## config.mk

```make
export PLATFORM = sky130hd
export DESIGN_NAME = system_clock_mode_control
export DESIGN_NICKNAME = d
export VERILOG_FILES = /design/src/clk_mode_pkg.sv /design/src/clk_div_if.sv /design/src/fast_ratio_div.sv /design/src/system_clock_mode_control.sv
export SDC_FILE = /design/constraint.sdc
export NUM_CORES = 1
export LEC_CHECK = 0
export ABC_AREA = 1
export ABC_CLOCK_PERIOD_IN_PS = 1900
export BUFFER_PORTS_ARGS = -buffer_cell sky130_fd_sc_hd__buf_4
export CAP_MARGIN = 0
export CORE_AREA = 2 2 81 83
export DETAILED_ROUTE_END_ITERATION = 8
export DIE_AREA = 0 0 83 85
export SLEW_MARGIN = 15
export SYNTH_ARGS = -nofsm -noshare
export SYNTH_HDL_FRONTEND = slang
export SYNTH_SLANG_ARGS = --single-unit
```

## constraint.sdc

```tcl
create_clock -name clk -period 1.9 [get_ports clk]
set_input_delay 0.095 -clock clk [delete_from_list [all_inputs] [get_ports clk]]
set_output_delay 0.095 -clock clk [all_outputs]
set_load 0.01 [all_outputs]
```

## src/clk_mode_pkg.sv

```systemverilog
// constants, register map and mode type shared by the clock and mode control files
package clk_mode_pkg;

   // ***************************************************************
   // register map (byte addresses on the apb bus)
   // ***************************************************************
   localparam logic [11:0] OFS_SYS_CLOCK_CTRL = 12'h000;
   localparam logic [11:0] OFS_FAST_OSC_CTRL  = 12'h004;
   localparam logic [11:0] OFS_MODE_STATUS    = 12'h008;

   // sys_clock_ctrl_reg fields
   localparam int          SEL_MSB       = 7;
   localparam int          SEL_LSB       = 5;
   localparam int          FAST_KEEP_BIT = 1;
   localparam int          SLOW_KEEP_BIT = 0;
   localparam logic [2:0]  SEL_RST       = 3'h0;
   localparam logic        KEEP_RST      = 1'b0;

   // fast oscillator control register fields
   localparam int          FAST_EN_BIT   = 0;
   localparam logic        FAST_EN_RST   = 1'b1;

   // mode status register fields
   localparam int          ST_MODE_LSB   = 0;
   localparam int          ST_MODE_MSB   = 2;
   localparam int          ST_CPU_BIT    = 4;
   localparam int          ST_SYS_BIT    = 5;
   localparam int          ST_FAST_BIT   = 6;
   localparam int          ST_SUB_BIT    = 7;
   localparam int          ST_SLOW_BIT   = 8;
   localparam int          ST_ASEL_LSB   = 12;
   localparam int          ST_ASEL_MSB   = 14;

   // ***************************************************************
   // clock selection codes
   // ***************************************************************
   localparam logic [2:0]  SEL_SUB       = 3'h7;
   localparam int          DIV_W         = 6;
   localparam logic [5:0]  DIV_ONE       = 6'h01;

   typedef enum logic [2:0] {
      RUN_FAST,
      RUN_SLOW,
      HALT_SLEEP,
      CPU_OFF_SLOW_OSC_ON,
      CPU_OFF_BOTH_OSC_ON,
      CPU_OFF_FAST_OSC_ON
   } mode_e;

endpackage

```

## src/clk_div_if.sv

```systemverilog
// carrier between the mode controller and the fast clock ratio divider
`timescale 1ns/1ps
interface clk_div_if;
   logic       tick_in;   // gated fast oscillator tick
   logic [2:0] ratio;     // power of two divide code
   logic       restart;   // reload divider when a new selection is adopted
   logic       tick_out;  // divided tick

   modport ctrl (output tick_in, output ratio, output restart, input tick_out);
   modport div  (input tick_in, input ratio, input restart, output tick_out);
endinterface

```

## src/fast_ratio_div.sv

```systemverilog
// divides the fast oscillator tick by 1 to 64 on a power of two code
`timescale 1ns/1ps
module fast_ratio_div #(
   parameter int W = clk_mode_pkg::DIV_W
) (
   input  wire logic clk,     // system clock
   input  wire logic resetn,  // asynchronous reset, active low
   clk_div_if.div    dv       // ticks and ratio from the controller
);

   typedef struct packed {
      logic [W-1:0] count;
   } div_s;

   div_s         s_q;
   div_s         s_d;
   logic [W-1:0] last;

   // period ends on the fast tick that completes 2**ratio input ticks
   assign last        = W'((clk_mode_pkg::DIV_ONE << dv.ratio) - clk_mode_pkg::DIV_ONE);
   assign dv.tick_out = dv.tick_in && (s_q.count == last);

   always_comb begin
      s_d = s_q;
      if (dv.restart) begin
         s_d.count = '0;
      end else if (dv.tick_out) begin
         s_d.count = '0;
      end else if (dv.tick_in) begin
         s_d.count = s_q.count + W'(1);
      end
   end

   always_ff @(posedge clk or negedge resetn) begin
      if (!resetn) begin
         s_q <= '0;
      end else begin
         s_q <= s_d;
      end
   end

endmodule

```

## src/system_clock_mode_control.sv

```systemverilog
// system clock selection and operating mode control with an apb register port
//
// What this block does
// - fast mode clocks the cpu from fast oscillator divided by 1 to 64.
// - select code 111 gives slow mode clocked from the slow rc sub clock.
// - a time base clock from the slow rc oscillator feeds peripherals.
// - in slow mode the fast oscillator runs or stops by its enable bit.
// - fast mode keeps cpu, fast, sub and slow rc clocks all running.
// - halt with both keep bits low: sleep, only slow rc clock stays on.
// - halt, fast keep low, slow keep high: sub on; system clock only when 111.
// - halt with both keep bits high: every clock stays on, cpu stops.
// - halt, fast keep high, slow keep low: fast on; system clock only below 111.
// - exactly six modes: fast, slow, sleep and three cpu-off idle variants.
// - select field codes fast divided by 1..64 and sub clock; resets to 000.
//
// Local design decisions: the APB interface to the registers and the register offsets.
`timescale 1ns/1ps
module system_clock_mode_control (
   input  wire logic        clk,             // system clock, 100 mhz
   input  wire logic        resetn,          // asynchronous reset, active low
   input  wire logic        psel,            // apb select
   input  wire logic        penable,         // apb access phase
   input  wire logic        pwrite,          // apb write
   input  wire logic [11:0] paddr,           // apb byte address
   input  wire logic [31:0] pwdata,          // apb write data
   output      logic [31:0] prdata,          // apb read data
   output      logic        pready,          // apb ready
   output      logic        pslverr,         // apb error on unmapped address
   input  wire logic        fast_rc_osc,     // one-cycle tick per fast oscillator period
   input  wire logic        slow_rc_osc,     // one-cycle tick per slow oscillator period
   input  wire logic        halt_req,        // cpu halt, one-cycle pulse
   input  wire logic        wake_req,        // wake from a cpu-off mode, one-cycle pulse
   output      logic        sys_clk_tick,    // cpu clock enable tick
   output      logic        fast_clk_tick,   // fast clock for peripherals
   output      logic        sub_clk_tick,    // sub clock tick
   output      logic        time_base_clock, // time base tick
   output      logic        fast_osc_on,     // fast oscillator enable
   output      logic        slow_osc_on,     // slow rc oscillator enable
   output      logic        sub_clk_on,      // sub clock gate
   output      logic        sys_clk_on,      // system clock gate
   output      logic        cpu_run,         // cpu running
   output      logic [2:0]  mode             // current operating mode
);

   // ***************************************************************
   // state
   // ***************************************************************
   typedef struct packed {
      clk_mode_pkg::mode_e mode;
      logic [2:0]          sel;
      logic                fast_keep;
      logic                slow_keep;
      logic                fast_osc_en;
      logic [2:0]          active_sel;
      logic [31:0]         rdata;
      logic                sys_tick;
      logic                fast_tick;
      logic                sub_tick;
      logic                tb_tick;
   } ctrl_s;

   ctrl_s       s_q;
   ctrl_s       s_d;
   clk_div_if   dv ();

   logic        fast_on;
   logic        sub_on;
   logic        sys_on;
   logic        cpu_on;
   logic        src_tick;
   logic        take_sel;
   logic        setup;
   logic        access;
   logic        mapped;
   logic [31:0] status;
   logic        sel_pending;
   logic [1:0]  keep;
   logic        halt_take;
   logic        wake_take;

   fast_ratio_div #(
      .W (clk_mode_pkg::DIV_W)
   ) u_div (
      .clk    (clk),
      .resetn (resetn),
      .dv     (dv)
   );

   // ***************************************************************
   // clock gating per mode
   // ***************************************************************
   always_comb begin
      fast_on = 1'b0;
      sub_on  = 1'b0;
      sys_on  = 1'b0;
      cpu_on  = 1'b0;
      // every mode spells out all four gates so no mode inherits a stale one
      case (s_q.mode)
         clk_mode_pkg::RUN_FAST: begin
            fast_on = 1'b1;
            sub_on  = 1'b1;
            sys_on  = 1'b1;
            cpu_on  = 1'b1;
         end
         clk_mode_pkg::RUN_SLOW: begin
            fast_on = s_q.fast_osc_en;
            sub_on  = 1'b1;
            sys_on  = 1'b1;
            cpu_on  = 1'b1;
         end
         clk_mode_pkg::CPU_OFF_SLOW_OSC_ON: begin
            fast_on = 1'b0;
            sub_on  = 1'b1;
            sys_on  = (s_q.active_sel == clk_mode_pkg::SEL_SUB);
            cpu_on  = 1'b0;
         end
         clk_mode_pkg::CPU_OFF_BOTH_OSC_ON: begin
            fast_on = 1'b1;
            sub_on  = 1'b1;
            sys_on  = 1'b1;
            cpu_on  = 1'b0;
         end
         clk_mode_pkg::CPU_OFF_FAST_OSC_ON: begin
            fast_on = 1'b1;
            sub_on  = 1'b0;
            sys_on  = (s_q.active_sel != clk_mode_pkg::SEL_SUB);
            cpu_on  = 1'b0;
         end
         clk_mode_pkg::HALT_SLEEP: begin
            fast_on = 1'b0;
            sub_on  = 1'b0;
            sys_on  = 1'b0;
            cpu_on  = 1'b0;
         end
         default: begin
            fast_on = 1'b0;
            sub_on  = 1'b0;
            sys_on  = 1'b0;
            cpu_on  = 1'b0;
         end
      endcase
   end

   // ***************************************************************
   // system clock source and glitch free switch-over
   // ***************************************************************
   assign dv.tick_in = fast_rc_osc && fast_on;
   assign dv.ratio   = s_q.active_sel;
   // the new selection is only adopted where a period has just ended, so the
   // cpu never sees a short period; a stopped system clock switches at once
   assign src_tick   = (s_q.active_sel == clk_mode_pkg::SEL_SUB) ?
                       (slow_rc_osc && sub_on) : dv.tick_out;
   assign sel_pending = (s_q.sel != s_q.active_sel);
   assign take_sel   = (src_tick || !sys_on) && sel_pending;
   assign dv.restart = take_sel;

   // ***************************************************************
   // halt and wake qualification
   // ***************************************************************
   // a halt only means something while the cpu runs and a wake only while it
   // is off, so stray pulses in the other modes are dropped here
   assign keep      = {s_q.fast_keep, s_q.slow_keep};
   assign halt_take = halt_req && cpu_on;
   assign wake_take = wake_req && !cpu_on;

   // ***************************************************************
   // apb decode
   // ***************************************************************
   assign setup   = psel && !penable;
   assign access  = psel && penable;
   assign mapped  = (paddr == clk_mode_pkg::OFS_SYS_CLOCK_CTRL) ||
                    (paddr == clk_mode_pkg::OFS_FAST_OSC_CTRL) ||
                    (paddr == clk_mode_pkg::OFS_MODE_STATUS);
   // zero wait state: every register answers in its access cycle
   assign pready  = 1'b1;
   // writes to the read-only status word are dropped without an error
   assign pslverr = access && !mapped;

   always_comb begin
      status = '0;
      status[clk_mode_pkg::ST_MODE_MSB:clk_mode_pkg::ST_MODE_LSB] = s_q.mode;
      status[clk_mode_pkg::ST_CPU_BIT]  = cpu_on;
      status[clk_mode_pkg::ST_SYS_BIT]  = sys_on;
      status[clk_mode_pkg::ST_FAST_BIT] = fast_on;
      status[clk_mode_pkg::ST_SUB_BIT]  = sub_on;
      status[clk_mode_pkg::ST_SLOW_BIT] = 1'b1;
      status[clk_mode_pkg::ST_ASEL_MSB:clk_mode_pkg::ST_ASEL_LSB] = s_q.active_sel;
   end

   // ***************************************************************
   // next state
   // ***************************************************************
   always_comb begin
      s_d = s_q;

      // read data is captured in the setup cycle so prdata is a flip-flop
      if (setup) begin
         s_d.rdata = '0;
         case (paddr)
            clk_mode_pkg::OFS_SYS_CLOCK_CTRL: begin
               s_d.rdata[clk_mode_pkg::SEL_MSB:clk_mode_pkg::SEL_LSB] = s_q.sel;
               s_d.rdata[clk_mode_pkg::FAST_KEEP_BIT] = s_q.fast_keep;
               s_d.rdata[clk_mode_pkg::SLOW_KEEP_BIT] = s_q.slow_keep;
            end
            clk_mode_pkg::OFS_FAST_OSC_CTRL: begin
               s_d.rdata[clk_mode_pkg::FAST_EN_BIT] = s_q.fast_osc_en;
            end
            clk_mode_pkg::OFS_MODE_STATUS: begin
               s_d.rdata = status;
            end
            default: begin
               s_d.rdata = '0;
            end
         endcase
      end

      if (access && pwrite) begin
         case (paddr)
            clk_mode_pkg::OFS_SYS_CLOCK_CTRL: begin
               s_d.sel       = pwdata[clk_mode_pkg::SEL_MSB:clk_mode_pkg::SEL_LSB];
               s_d.fast_keep = pwdata[clk_mode_pkg::FAST_KEEP_BIT];
               s_d.slow_keep = pwdata[clk_mode_pkg::SLOW_KEEP_BIT];
            end
            clk_mode_pkg::OFS_FAST_OSC_CTRL: begin
               s_d.fast_osc_en = pwdata[clk_mode_pkg::FAST_EN_BIT];
            end
            default: begin
               s_d.sel = s_q.sel;
            end
         endcase
      end

      if (take_sel) begin
         s_d.active_sel = s_q.sel;
      end

      // mode sequencing; running mode always follows the adopted selection
      case (s_q.mode)
         clk_mode_pkg::RUN_FAST,
         clk_mode_pkg::RUN_SLOW: begin
            // keep bits are sampled at the halt itself; later writes wait for the next halt
            if (halt_take) begin
               case (keep)
                  2'h0:    s_d.mode = clk_mode_pkg::HALT_SLEEP;
                  2'h1:    s_d.mode = clk_mode_pkg::CPU_OFF_SLOW_OSC_ON;
                  2'h3:    s_d.mode = clk_mode_pkg::CPU_OFF_BOTH_OSC_ON;
                  default: s_d.mode = clk_mode_pkg::CPU_OFF_FAST_OSC_ON;
               endcase
            end else if (s_d.active_sel == clk_mode_pkg::SEL_SUB) begin
               s_d.mode = clk_mode_pkg::RUN_SLOW;
            end else begin
               s_d.mode = clk_mode_pkg::RUN_FAST;
            end
         end
         clk_mode_pkg::HALT_SLEEP,
         clk_mode_pkg::CPU_OFF_SLOW_OSC_ON,
         clk_mode_pkg::CPU_OFF_BOTH_OSC_ON,
         clk_mode_pkg::CPU_OFF_FAST_OSC_ON: begin
            if (wake_take) begin
               s_d.mode = (s_d.active_sel == clk_mode_pkg::SEL_SUB) ?
                          clk_mode_pkg::RUN_SLOW : clk_mode_pkg::RUN_FAST;
            end
         end
         default: begin
            s_d.mode = clk_mode_pkg::RUN_FAST;
         end
      endcase

      s_d.sys_tick  = src_tick && sys_on;
      s_d.fast_tick = dv.tick_in;
      s_d.sub_tick  = slow_rc_osc && sub_on;
      s_d.tb_tick   = slow_rc_osc;
   end

   always_ff @(posedge clk or negedge resetn) begin
      if (!resetn) begin
         s_q.rdata       <= '0;
         s_q.sys_tick    <= 1'b0;
         s_q.fast_tick   <= 1'b0;
         s_q.sub_tick    <= 1'b0;
         s_q.tb_tick     <= 1'b0;
         s_q.mode        <= clk_mode_pkg::RUN_FAST;
         s_q.sel         <= clk_mode_pkg::SEL_RST;
         s_q.active_sel  <= clk_mode_pkg::SEL_RST;
         s_q.fast_keep   <= clk_mode_pkg::KEEP_RST;
         s_q.slow_keep   <= clk_mode_pkg::KEEP_RST;
         s_q.fast_osc_en <= clk_mode_pkg::FAST_EN_RST;
      end else begin
         s_q <= s_d;
      end
   end

   // ***************************************************************
   // outputs
   // ***************************************************************
   assign prdata          = s_q.rdata;
   assign sys_clk_tick    = s_q.sys_tick;
   assign fast_clk_tick   = s_q.fast_tick;
   assign sub_clk_tick    = s_q.sub_tick;
   assign time_base_clock = s_q.tb_tick;
   assign fast_osc_on     = fast_on;
   // the watchdog is always on, so the slow rc never stops in any mode
   assign slow_osc_on     = 1'b1;
   assign sub_clk_on      = sub_on;
   assign sys_clk_on      = sys_on;
   assign cpu_run         = cpu_on;
   assign mode            = s_q.mode;

endmodule

```

After elaboration in Yosys (flattened, before gate mapping). Index checks and enable logic that the tools add are counted.

$add $sub $neg: 2. Eq/ne operators: 15. Shifts and indexed selects: 1. Mux-type cells: 19. Reductions and logical operators: 29.

Operator list (number): 6-bit two-way mux (3); 12-bit by 3-bit == test with 1-bit output, second input constant (1); 12-bit by 4-bit == test with 1-bit output, second input constant (1); 3-bit == test, second input constant (4); 12-bit logical NOT (1); 3-bit two-way mux (4); 3-bit case mux with 2 select lines (2); 1-bit logical AND (11); 3-bit case mux with 3 select lines (1); 4-bit OR reduction (2); 7-bit two-way mux (1); 6-bit by 1-bit adder with 6-bit output, second input constant (1); 3-bit by 2-bit == test with 1-bit output, second input constant (2); 6-bit == test (1); 1-bit case mux with 3 select lines (2); 3-bit OR reduction (2); 1-bit by 3-bit << shifter with 6-bit output, first input constant (1); 6-bit by 1-bit subtractor with 6-bit output, second input constant (1); 1-bit logical NOT (4); 1-bit two-way mux (4); 1-bit case mux with 2 select lines (2); 2-bit AND reduction (2); 3-bit by 1-bit == test with 1-bit output, second input constant (1); 3-bit logical NOT (1); 9 further kinds (11).

Register bits: 54. Bits of input ports: 53. Logic and storage cells: 78.

Depth between registers and ports, before layout. Gate-level depths: netlist (run 1).

Depth after elaboration: 13. Gate-level depth with buffers: 15.

Cells and area by module. Synthesis (run 1) repeated with hierarchy kept, for this count alone.

Cell total of the unflattened synthesis: 273. Area, all modules: 2145.8 um2.

By module, submodules not included: system_clock_mode_control (instances 1, cells an instance 191, area an instance 1664.1 um2, seq. area each 676.9 um2); fast_ratio_div (instances 1, cells an instance 82, area an instance 481.7 um2, seq. area each 150.1 um2).

Worst setup path before layout (run 1). OpenSTA, ideal clock, no wires.

Path type: flip-flop to flip-flop. From: reg, netlist name mode[1]. To: reg, netlist name mode[0]. Library setup time: 65 ps. Arrival: 1633 ps. Required time: 1835 ps. Path slack: 202 ps. Cell stages (with the launch flop): 15. Buffers on the path: 0. Period minus slack after synthesis: 1698 ps. Path through: dfrtp_1 inv_2 ha_1 inv_1 nand2_2 nand2_2 nor2_1 nand3_1 nand3_2 nand2_1 nand2_2 nand3_2 nand2_1 nand2_1 nand2_1.

Worst setup path after layout (run 1).
From: reg s_q, in the netlist dv.ratio[0]. To: out sys_clk_on.

Cells in the longest elaborated chain, start to end: 2.

RTL lines: from (decl) (line system_clock_mode_control.sv:62) `ctrl_s s_q;`; 3-bit inequality test / 3-bit == test (equally long branches) (line system_clock_mode_control.sv:126, system_clock_mode_control.sv:114); 1-bit case mux with 3 select lines * (line system_clock_mode_control.sv:98) `case (s_q.mode)`; to (decl) (line system_clock_mode_control.sv:40) `output logic sys_clk_on,`.

Mark *: on every way between the ends. The rest lies on a longest branch, timed or not.

==> run metrics, run 1 <==
RSZ-0062 raised after global routing=true; Setup Skew=8.050 ps; PnR Total Power=around 2.1 mW; starting density of the core=between 30% and 40%; post-DR vias/cell=between 4 and 5; LEAKAGE=between 1 and 1.5 nW; Hold Startpoint=pwdata[6]; slowest CP cell=dfrtp_1; DR DRC count=0; Pwr per Cell Area=a little over 800 nW/um^2; DP Area=~2500 um^2; final setup margin=roughly 150 ps; most common cell after layout, fill and taps aside=buf_4; antenna violations before repair=0; Clk Latency, worst-skew pair=about 280 ps; dpl cells=~380; Worst Hold Depth=2; WHS Endpoint=s_q[43]; setup TNS=0 ps; diode count=0; most frequent cells in the layout=54 x buf_4, 50 x nand2_1, 30 x dfrtp_1; CP Capture Type=primary output; drt first pass iters=5; Yosys top cell area share=between 30 and 40%; Synth area leader=dfrtp_1; largest net degree at the start of global routing=34; GRT Util Overall=between 10% and 20%; CP Cell Sequence=inv_2, nor2_4, inv_2, nor2_1, a211oi_4, buf_4, buf_4; ranking of synthesized cells by area=dfrtp_1 36%, buf_4 13%, nand2_1 8.6%; hold slack=39.27 ps; synth warn=0; Vias=approximately 1800; final core occ=around 42%; Hold Vio Cnt, Final=0; Setup Viol. Count Final=0; maximum fanout along the worst path=5; Clock Power Share=between 20% and 30%; Int Power=approximately 1.4 mW; critical path data required time=roughly 1800 ps; r2r startpoint=s_q[39]; sw frac=34.69%; synth unique cells=34; reg2reg path depth=14; total congestion overflow=0; WS Path Type=register to primary output; Setup WS pre-CTS=around 130 ps; CP delay by family, top=buffers and inverters; status=complete, no violations; Finished Layout Cells=between 300 and 400; Clock Tree Buf Depth=2; # nets final=~380; worst vdd ir=around 340 uV; Routability Congestion=0.8090; CP max stage delay=around 450 ps; Die Area=7055 um^2; Avg Inst Size Synth=about 8.1 um^2; cell area after layout=approximately 2600 um^2; layout cell share with drive strength beyond 1=29.65%; first-pass GRT wire length=approximately 7.9 mm; Setup crit start kind=register; Die W=83 um; I/O Buffers=48; FP Rows=29; height of the die=approximately 85 um; clk sinks=33; Synth Instances=roughly 270; Worst Hold Class=input pin to register; FMAX=572.6 MHz; Seq pwr share=around two fifths; # fillers=653; CTS tree=yes; Post-DRT Antenna Nets=0; synthesized cell area=2230 um^2; Worst EP arrival=roughly 1700 ps; Net Sw Power=0.7352 mW; critical path depth=7; r2r setup slk=around 170 ps; Worst-path clk slew=around 70 ps; core area=6205 um^2; MaxCap Viol Count=0; CTS Buf Count=5; final max-slew violation count=0; number of global-route vias before repair=around 1700; Seq cells post-synth=33; 1st-iter DRT viols=140; P&R area growth vs syn=17.73%; reg2reg end=mode[0]; crit path buf inv count=4; CTS H-Tree Depth=2; Root Buffer=clkbuf_8; Logic pwr share=~33%; sequential area share after synthesis=between 30% and 40%; Final Cycle Share=between 90% and 100%; Tmin final=1746 ps; WL per Instance=around 12 um; DP HPWL=roughly 3.6 mm; total wire length=roughly 4.6 mm; I/O pin cnt=between 90 and 100
[Yosys cell counts]
cell	count
a211oi_4	1
nand3_1	18
nor4_4	1
dfstp_2	1
ha_1	8
nor2_2	2
nand4_1	5
o211ai_1	3
a21boi_0	1
nand2_1	51
inv_2	5
o311ai_0	2
a211oi_2	2
o21ai_0	22
nand2_2	6
o22ai_1	1
buf_4	38
nor3b_2	1
a221oi_2	1
nor4_1	1
conb_1	2
nand3_2	3
nor2_4	2
nor3_1	3
buf_6	1
or2_2	1
inv_1	27
nor2_1	17
clkbuf_1	3
a21oi_1	5
xnor2_1	3
xor2_1	2
mux2_2	3
dfrtp_1	32
[how the worst max path moves through the flow]
stage / start / slack [ps] / to
final: dv.ratio[0] / 150 / sys_clk_on
after global routing: dv.ratio[0] / -40 / mode[0]
after CTS: dv.ratio[1] / 110 / sys_clk_on
after detailed placement: dv.ratio[1] / 130 / mode[0]
after global placement: dv.ratio[1] / 150 / mode[0]
after floorplan: mode[1] / 200 / mode[0]
[power by group through the flow]
| stage | sequential, mW | combinational (mW) | clock [mW] |
|---|---|---|---|
| floorplan | 0.866 | 0.518 | 0 |
| global placement | 0.902 | 0.677 | 0 |
| detailed placement | 0.905 | 0.688 | 0 |
| CTS | 0.892 | 0.694 | 0.557 |
| global route | 0.908 | 0.777 | 0.587 |
| finish | 0.890 | 0.691 | 0.538 |
[flip-flops by register name, summed over array words and instances (netlist names)]
name             flops
prdata              11
u_div.s_q            6
s_q                  4
dv.ratio             3
mode                 3
keep                 2
fast_clk_tick        1
sub_clk_tick         1
sys_clk_tick         1
time_base_clock      1
[timing repair]
action / 4_1_cts / 5_1_grt
setup endpoints to repair: 0 / 8
endpoints found under the hold margin: 33 / 0
resized for setup: 0 / 6
hold buffers: 2 / 0
buffers inserted: 0 / 0
[final cells by class]
class,count,area [um^2],area share [%]
multi-input combinational,188,1064,40.51
sequential,33,829.5,31.60
timing repair buffer,56,425.4,16.21
inverter,32,120.1,4.576
tap,77,96.34,3.670
clock buffer,8,90.09,3.432
[routing by layer]
| metal | track usage [%] | part of all wire [%] |
|---|---|---|
| met1 | 19.29 | 50 |
| met2 | 20.82 | 43 |
| met3 | 3.113 | 5.2 |
| met4 | 4.918 | 1.5 |
| met5 | 0 | 0 |
[logic make-up after synthesis]
group	count (synthesis)	share of synthesized area [%]
simple gates	111	24.24
compound gates	38	11.17
other cells	2	0.3368
mux	3	1.515
fa+ha+maj	8	4.490
xor+xnor	5	1.964
flops	33	37.09
buf+inv	74	19.19
No activity file was read; power rests on OpenSTA's default activity.
==> inputs of run 2 (changes only) <==
--- a/config.mk
+++ b/config.mk
@@ -9,10 +9,12 @@
 export ABC_CLOCK_PERIOD_IN_PS = 1900
 export BUFFER_PORTS_ARGS = -buffer_cell sky130_fd_sc_hd__buf_4
 export CAP_MARGIN = 0
-export CORE_AREA = 2 2 81 83
+export CORE_AREA = 2 2 80 82
 export DETAILED_ROUTE_END_ITERATION = 8
-export DIE_AREA = 0 0 83 85
+export DIE_AREA = 0 0 82 84
 export SLEW_MARGIN = 15
 export SYNTH_ARGS = -nofsm -noshare
 export SYNTH_HDL_FRONTEND = slang
+export SYNTH_HIERARCHICAL = 1
 export SYNTH_SLANG_ARGS = --single-unit
+export TNS_END_PERCENT = 1
==> run metrics, run 2 <==
status=finished with violations; failing checks=negative setup slack; FMAX=506.5 MHz (-12%); CTS tree=yes; most common cell after layout, fill and taps aside=buf_4; crit path buf inv count=5 (+1); CP Capture Type=register; # fillers=614 (-6.0%); CP delay by family, top=simple AND/OR/NAND/NOR gates; Finished Layout Cells=411 (+4.3%); sw frac=31.80% (-2.9 points); Setup Skew=7.387 ps (-0.6627 ps); diode count=0 (unchanged); Routability Congestion=0.8317 (+2.8%); total congestion overflow=0 (unchanged); antenna violations before repair=0 (unchanged); Largest register FFs=11 (unchanged); Post-synth top flop=dfrtp_1; FP Rows=29 (unchanged); LEAKAGE=1.447 nW (+3.4%); Worst Hold Class=input pin to register; Post-DRT Antenna Nets=0 (unchanged); Clock Tree Buf Depth=2 (unchanged); Hold Vio Cnt, Final=0 (unchanged); Root Buffer=clkbuf_8; Clk Latency, worst-skew pair=290 ps (about the same); Clock Power Share=32.7% (+7.3 points); synth warn=6 (+6); total wire length=4.679 mm (+2.6%); CTS Buf Count=5 (unchanged); Pwr per Cell Area=759.8 nW/um^2 (-5.9%); top post-synthesis cells by count=62 x nand2_1, 37 x buf_4, 32 x dfrtp_1; dpl cells=396 (+3.1%); layout cell share with drive strength beyond 1=32.93% (+3.3 points); core area=6096 um^2 (-1.8%); CP max stage delay=390 ps (-60 ps); RSZ-0062 raised after global routing=true; Setup WS pre-CTS=-68.73 ps (-196.0 ps); starting density of the core=35.20% (-0.73 points); Logic pwr share=26.6% (-6.0 points); height of the die=84 um (-1.2%); Seq cells post-synth=33 (unchanged); most frequent cells in the layout=68 x buf_4, 61 x nand2_1, 32 x dfrtp_1; synth unique cells=34 (unchanged); most common cell in the synthesized netlist=nand2_1; Setup crit start kind=register; ranking of synthesized cells by area=dfrtp_1 37%, buf_4 13%, nand2_1 11%; Die W=82 um (-1.2%); worst vdd ir=393.7 uV (+17%); GRT Util Overall=14.46% (+0.72 points); post-DR vias/cell=4.431 (-3.2%); Int Power=1.402 mW (+1.3%); clk sinks=33 (unchanged); Seq pwr share=40.7% (-1.3 points); WS Path Type=register to register; # nets final=391 (+3.7%); CP Cell Sequence=inv_2, nor2_2, inv_1, o21ai_2, nor2_2, nand3_1, nor2_2, nand3_2, inv_2, inv_2, nand2_2, nand2_4, a32oi_2, nor2_2, inv_1, nor2_1, nand2_1, nand2_1; Net Sw Power=0.6538 mW (-11%); hold slack=15.31 ps (-23.96 ps); Avg Inst Size Synth=7.860 um^2 (-3.4%); final max-slew violation count=0 (unchanged); CTS H-Tree Depth=2 (unchanged); Worst-path clk slew=80 ps (about the same); Tmin final=1974 ps (+228.0 ps); Final Cycle Share=103.9% (+12 points); number of global-route vias before repair=1723 (+4.1%); Die Area=6888 um^2 (-2.4%); Worst EP arrival=2160 ps (+510 ps); synthesized cell area=2146 um^2 (-3.8%); maximum fanout along the worst path=5 (unchanged); slowest CP cell=dfrtp_1; sequential area share after synthesis=38.54% (+1.4 points); critical path data required time=2080 ps (+280 ps); final setup margin=-74.39 ps (-228.0 ps); most repeated library cell on the critical path=nor2_2; I/O Buffers=48 (unchanged); 1st-iter DRT viols=97 (-31%); Synth Instances=273 (-0.36%); first-pass GRT wire length=7.617 mm (-3.2%); Vias=1821 (+1.0%); I/O pin cnt=99 (unchanged); largest net degree at the start of global routing=34 (unchanged); DP HPWL=3.488 mm (-4.3%); DR DRC count=0 (unchanged); Synth area leader=dfrtp_1; Post-synth EDFFs=0 (unchanged); WL per Instance=11.38 um (-1.6%); asr flop ratio synth=100.0% (unchanged); MaxCap Viol Count=0 (unchanged); drt first pass iters=4 (-1); Yosys top cell area share=37.32% (+1.4 points); P&R area growth vs syn=26.12%; Setup Viol. Count Final=7 (+7)
run 2: cell count changes after synthesis, moves of 3 or more:
| cell | previous run | this run |
|---|---|---|
| a21oi_1 | 5 | 8 |
| ha_1 | 8 | 5 |
| mux2_1 | 0 | 4 |
| mux2_2 | 3 | 0 |
| nand2_1 | 51 | 62 |
| nand3b_1 | 0 | 3 |
| nand4_1 | 5 | 2 |
| nor2_1 | 17 | 24 |
| nor2_2 | 2 | 6 |
| o21ai_0 | 22 | 6 |
run 2: logic make-up after synthesis:
family / share of synthesized area [%]
buf+inv: 18.54
fa+ha+maj: 2.915
flops: 38.54
simple gates: 27.93
xor+xnor: 1.632
mux: 2.099
compound gates: 7.989
other cells: 0.3500
run 2: per-stage QoR:
stage / cell area, um^2 / setup TNS, ps / util, % / total power, mW
after detailed placement: 2525 / -371.6 / 41.42 / 1.339
final: 2706 / -435.8 / 44.40 / 2.056
after floorplan: 2237 / -280.0 / - / 1.183
after CTS: 2664 / -94.73 / 43.70 / 2.030
after global routing: 2706 / -1620 / 44.40 / 2.183
after global placement: 2525 / -287.5 / 41.42 / 1.319
run 2: path summary, 6_finish.rpt:
path,start,end,slack (ps),cells past startpoint
min in group asynchronous,resetn,prdata[6],280,2
worst max-delay path,mode[0],u_div/s_q[2],-70,18
worst min register to register,prdata[13],prdata[13],480,2
worst min-delay path,pwdata[7],s_q[44],20,2
worst max register to register,mode[0],u_div/s_q[2],-70,18
max in group asynchronous,resetn,s_q[39],1290,2
run 2: routing by layer:
layer  part of all wire (%)  vias up  global-route usage, %  routed length, um
met5                      0        -                      0                  0
met4                    2.1        0                  7.424                 99
met3                    5.9        8                  3.463                278
met2                     47       63                  21.95               2202
met1                     45      827                  18.79               2099
li1                       -      923                      -                  -
run 2: timing repair:
action,CTS,global route
hold buffers,2,0
endpoints found under the setup margin,7,7
pin swaps,4,12
hold endpoints to repair,33,0
gates resized for setup,1,5
setup buffers,0,5
run 2: area by class of cell:
class	instances	area (um^2)	share of cell area, %
Sequential cell	33	827.0	30.56
Clock inverter	3	46.29	1.711
Inverter	31	116.4	4.300
Timing Repair Buffer	70	530.5	19.60
Clock buffer	5	68.82	2.543
Multi-Input combinational cell	192	1021	37.73
Tap cell	77	96.34	3.560
run 2: power by group through the flow:
stage / sequential, mW / clock (mW) / combinational (mW)
floorplan: 0.834 / 0 / 0.350
global placement: 0.842 / 0 / 0.477
detailed placement: 0.848 / 0 / 0.491
CTS: 0.834 / 0.696 / 0.500
global route: 0.848 / 0.721 / 0.615
finish: 0.838 / 0.672 / 0.547
==> inputs of run 3 (changes only) <==
--- a/config.mk
+++ b/config.mk
@@ -5,13 +5,13 @@
 export SDC_FILE = /design/constraint.sdc
 export NUM_CORES = 1
 export LEC_CHECK = 0
-export ABC_AREA = 1
 export ABC_CLOCK_PERIOD_IN_PS = 1900
 export BUFFER_PORTS_ARGS = -buffer_cell sky130_fd_sc_hd__buf_4
 export CAP_MARGIN = 0
-export CORE_AREA = 2 2 80 82
+export CORE_AREA = 2 2 79 81
 export DETAILED_ROUTE_END_ITERATION = 8
-export DIE_AREA = 0 0 82 84
+export DIE_AREA = 0 0 81 83
+export PLACE_DENSITY = 0.65
 export SLEW_MARGIN = 15
 export SYNTH_ARGS = -nofsm -noshare
 export SYNTH_HDL_FRONTEND = slang
==> run metrics, run 3 <==
status=finished with violations; failing checks=negative setup slack; Setup Skew=14.89 ps (+7.499 ps); Synth Instances=218 (-20%); synthesized cell area=2137 um^2 (-0.41%); CTS tree=yes; Avg Inst Size Synth=9.803 um^2 (+25%); Vias=1685 (-7.5%); GRT Util Overall=14.14% (-0.32 points); WS Path Type=register to register; 1st-iter DRT viols=51 (-47%); most common cell in the synthesized netlist=buf_4; Final Cycle Share=112.5% (+8.6 points); Largest register FFs=11 (unchanged); P&R area growth vs syn=27.28%; core area=5816 um^2 (-4.6%); CP Capture Type=register; ranking of synthesized cells by area=dfrtp_1 37%, buf_4 13%, mux2_4 3.5%; final max-slew violation count=0 (unchanged); Worst EP arrival=2280 ps (+120 ps); Hold Vio Cnt, Final=0 (unchanged); critical path data required time=2040 ps (-40 ps); total wire length=4.628 mm (-1.1%); synth unique cells=54 (+59%); total congestion overflow=0 (unchanged); starting density of the core=36.75% (+1.5 points); Worst Hold Class=input pin to register; height of the die=83 um (-1.2%); Post-DRT Antenna Nets=0 (unchanged); Post-synth top flop=dfrtp_1; most frequent cells in the layout=77 x buf_4, 30 x dfrtp_1, 23 x conb_1; final setup margin=-238.3 ps (-163.9 ps); CTS H-Tree Depth=2 (unchanged); Tmin final=2138 ps (+163.9 ps); Reg area=829.5 um^2 (+0.30%); maximum fanout along the worst path=6 (+1); Yosys top cell area share=37.47% (+0.15 points); Seq cells post-synth=33 (unchanged); Setup Viol. Count Final=10 (+3); CTS Buf Count=5 (unchanged); WL per Instance=12.93 um (+14%); synth warn=6 (unchanged); clk sinks=33 (unchanged); Post-synth EDFFs=0 (unchanged); DR DRC count=0 (unchanged); layout cell share with drive strength beyond 1=39.58% (+6.6 points); reg2reg path depth=10 (-8); Worst Hold Depth=2 (unchanged); # nets final=340 (-13%); antenna violations before repair=0 (unchanged); Routability Congestion=0.8076 (-2.9%); Clock Tree Buf Depth=2 (unchanged); post-DR vias/cell=4.707 (+6.2%); LEAKAGE=1.384 nW (-4.3%); sequential area share after synthesis=38.70% (+0.16 points); Die W=81 um (-1.2%); FP Rows=28 (-3.4%); Die Area=6723 um^2 (-2.4%); diode count=0 (unchanged); top post-synthesis cells by count=38 x buf_4, 32 x dfrtp_1, 14 x nand2_1; MaxCap Viol Count=0 (unchanged); DP HPWL=3.640 mm (+4.3%); RSZ-0062 raised after global routing=true; hold slack=44.16 ps (+28.85 ps); Root Buffer=clkbuf_8; Clk Latency, worst-skew pair=280 ps (about the same); worst vdd ir=276.7 uV (-30%); number of global-route vias before repair=1617 (-6.2%); first-pass GRT wire length=7.562 mm (-0.72%); I/O pin cnt=99 (unchanged); Synth area leader=dfrtp_1; PnR Total Power=1.497 mW (-27%); I/O Buffers=48 (unchanged); Pwr per Cell Area=550.3 nW/um^2 (-28%); asr flop ratio synth=100.0% (unchanged); Setup crit start kind=register; # fillers=562 (-8.5%); Multi-input gate area=1076 um^2 (+5.4%); setup TNS=-1696 ps (-1260 ps); Worst-path clk slew=70 ps (about the same); FMAX=467.7 MHz (-7.7%); drt first pass iters=4 (unchanged); most common cell after layout, fill and taps aside=buf_4; largest net degree at the start of global routing=34 (unchanged)
run 3: kinds of logic after synthesis:
group / count (synthesis) / synth area share [%]
xor gates and xnor gates: 7 / 2.869
AOI/OAI and AO/OA: 47 / 15.87
other: 2 / 0.3514
DFF: 33 / 38.70
adders and majority gates: 5 / 2.927
and+or+nand+nor: 59 / 16.10
muxes: 11 / 6.616
buffers and inverters: 54 / 16.57
run 3: timing repair:
| action | 4_1_cts | 5_1_grt |
|---|---|---|
| endpoints found under the setup margin | 10 | 11 |
| hold buffers | 2 | 0 |
| pin swaps | 1 | 2 |
| hold endpoints to repair | 33 | 0 |
| resized for setup | 4 | 2 |
| setup buffers | 1 | 0 |
run 3: path summary, 6_finish.rpt:
check | endpoint | startpoint | slack (ps)
worst max-delay path | u_div/s_q[2] | dv.ratio[0] | -240
min in group asynchronous | u_div/s_q[0] | resetn | 290
worst min-delay path | s_q[42] | pwdata[5] | 40
worst max register to register | u_div/s_q[2] | dv.ratio[0] | -240
max in group asynchronous | s_q[39] | resetn | 1270
worst min register to register | prdata[8] | prdata[8] | 490
run 3: power by group:
group	internal (mW)	leakage [nW]	total, mW	switching [mW]
combinational	0.134	0.896	0.278	0.144
clock	0.257	0.0422	0.496	0.240
sequential	0.716	0.446	0.723	0.00681
run 3: critical path, stage by stage, from the launching register on:
cell and delay (ps):
dfrtp_1 440, a211oi_2 240, o21ai_1 100, a22o_1 210, nor3b_2 210, nor2_1 80, a22oi_2 170, o31a_1 250
nor2b_1 100, o21ai_4 110, o311ai_2 100
run 3: per-layer routing:
layer	GRT usage (%)	up-vias	routed length, um
met1	18.52	798	2142
met4	4.777	0	61
met3	2.174	5	221
met5	0	-	0
met2	23.44	47	2203
li1	-	835	-
run 3: area by class of cell:
class	instances	area share, %
multi-input combinational	152	39.56
sequential	33	30.50
timing repair buffer	79	21.99
tap	75	3.450
clock buffer	7	2.806
inverter	11	1.518
clock inverter	1	0.1840
run 3: stage by stage:
stage | setup WS (ps) | util, % | std cells | cell area, um^2
6_report | -238.3 | 46.77 | 358 | 2720
5_1_grt | -369.6 | 46.77 | 358 | 2720
4_1_cts | -256.3 | 46.71 | 358 | 2716
3_5_place_dp | -270.2 | 44.66 | 347 | 2597
3_3_place_gp | -187.3 | 44.66 | 347 | 2597
2_1_floorplan | -349.8 | - | 239 | 2260
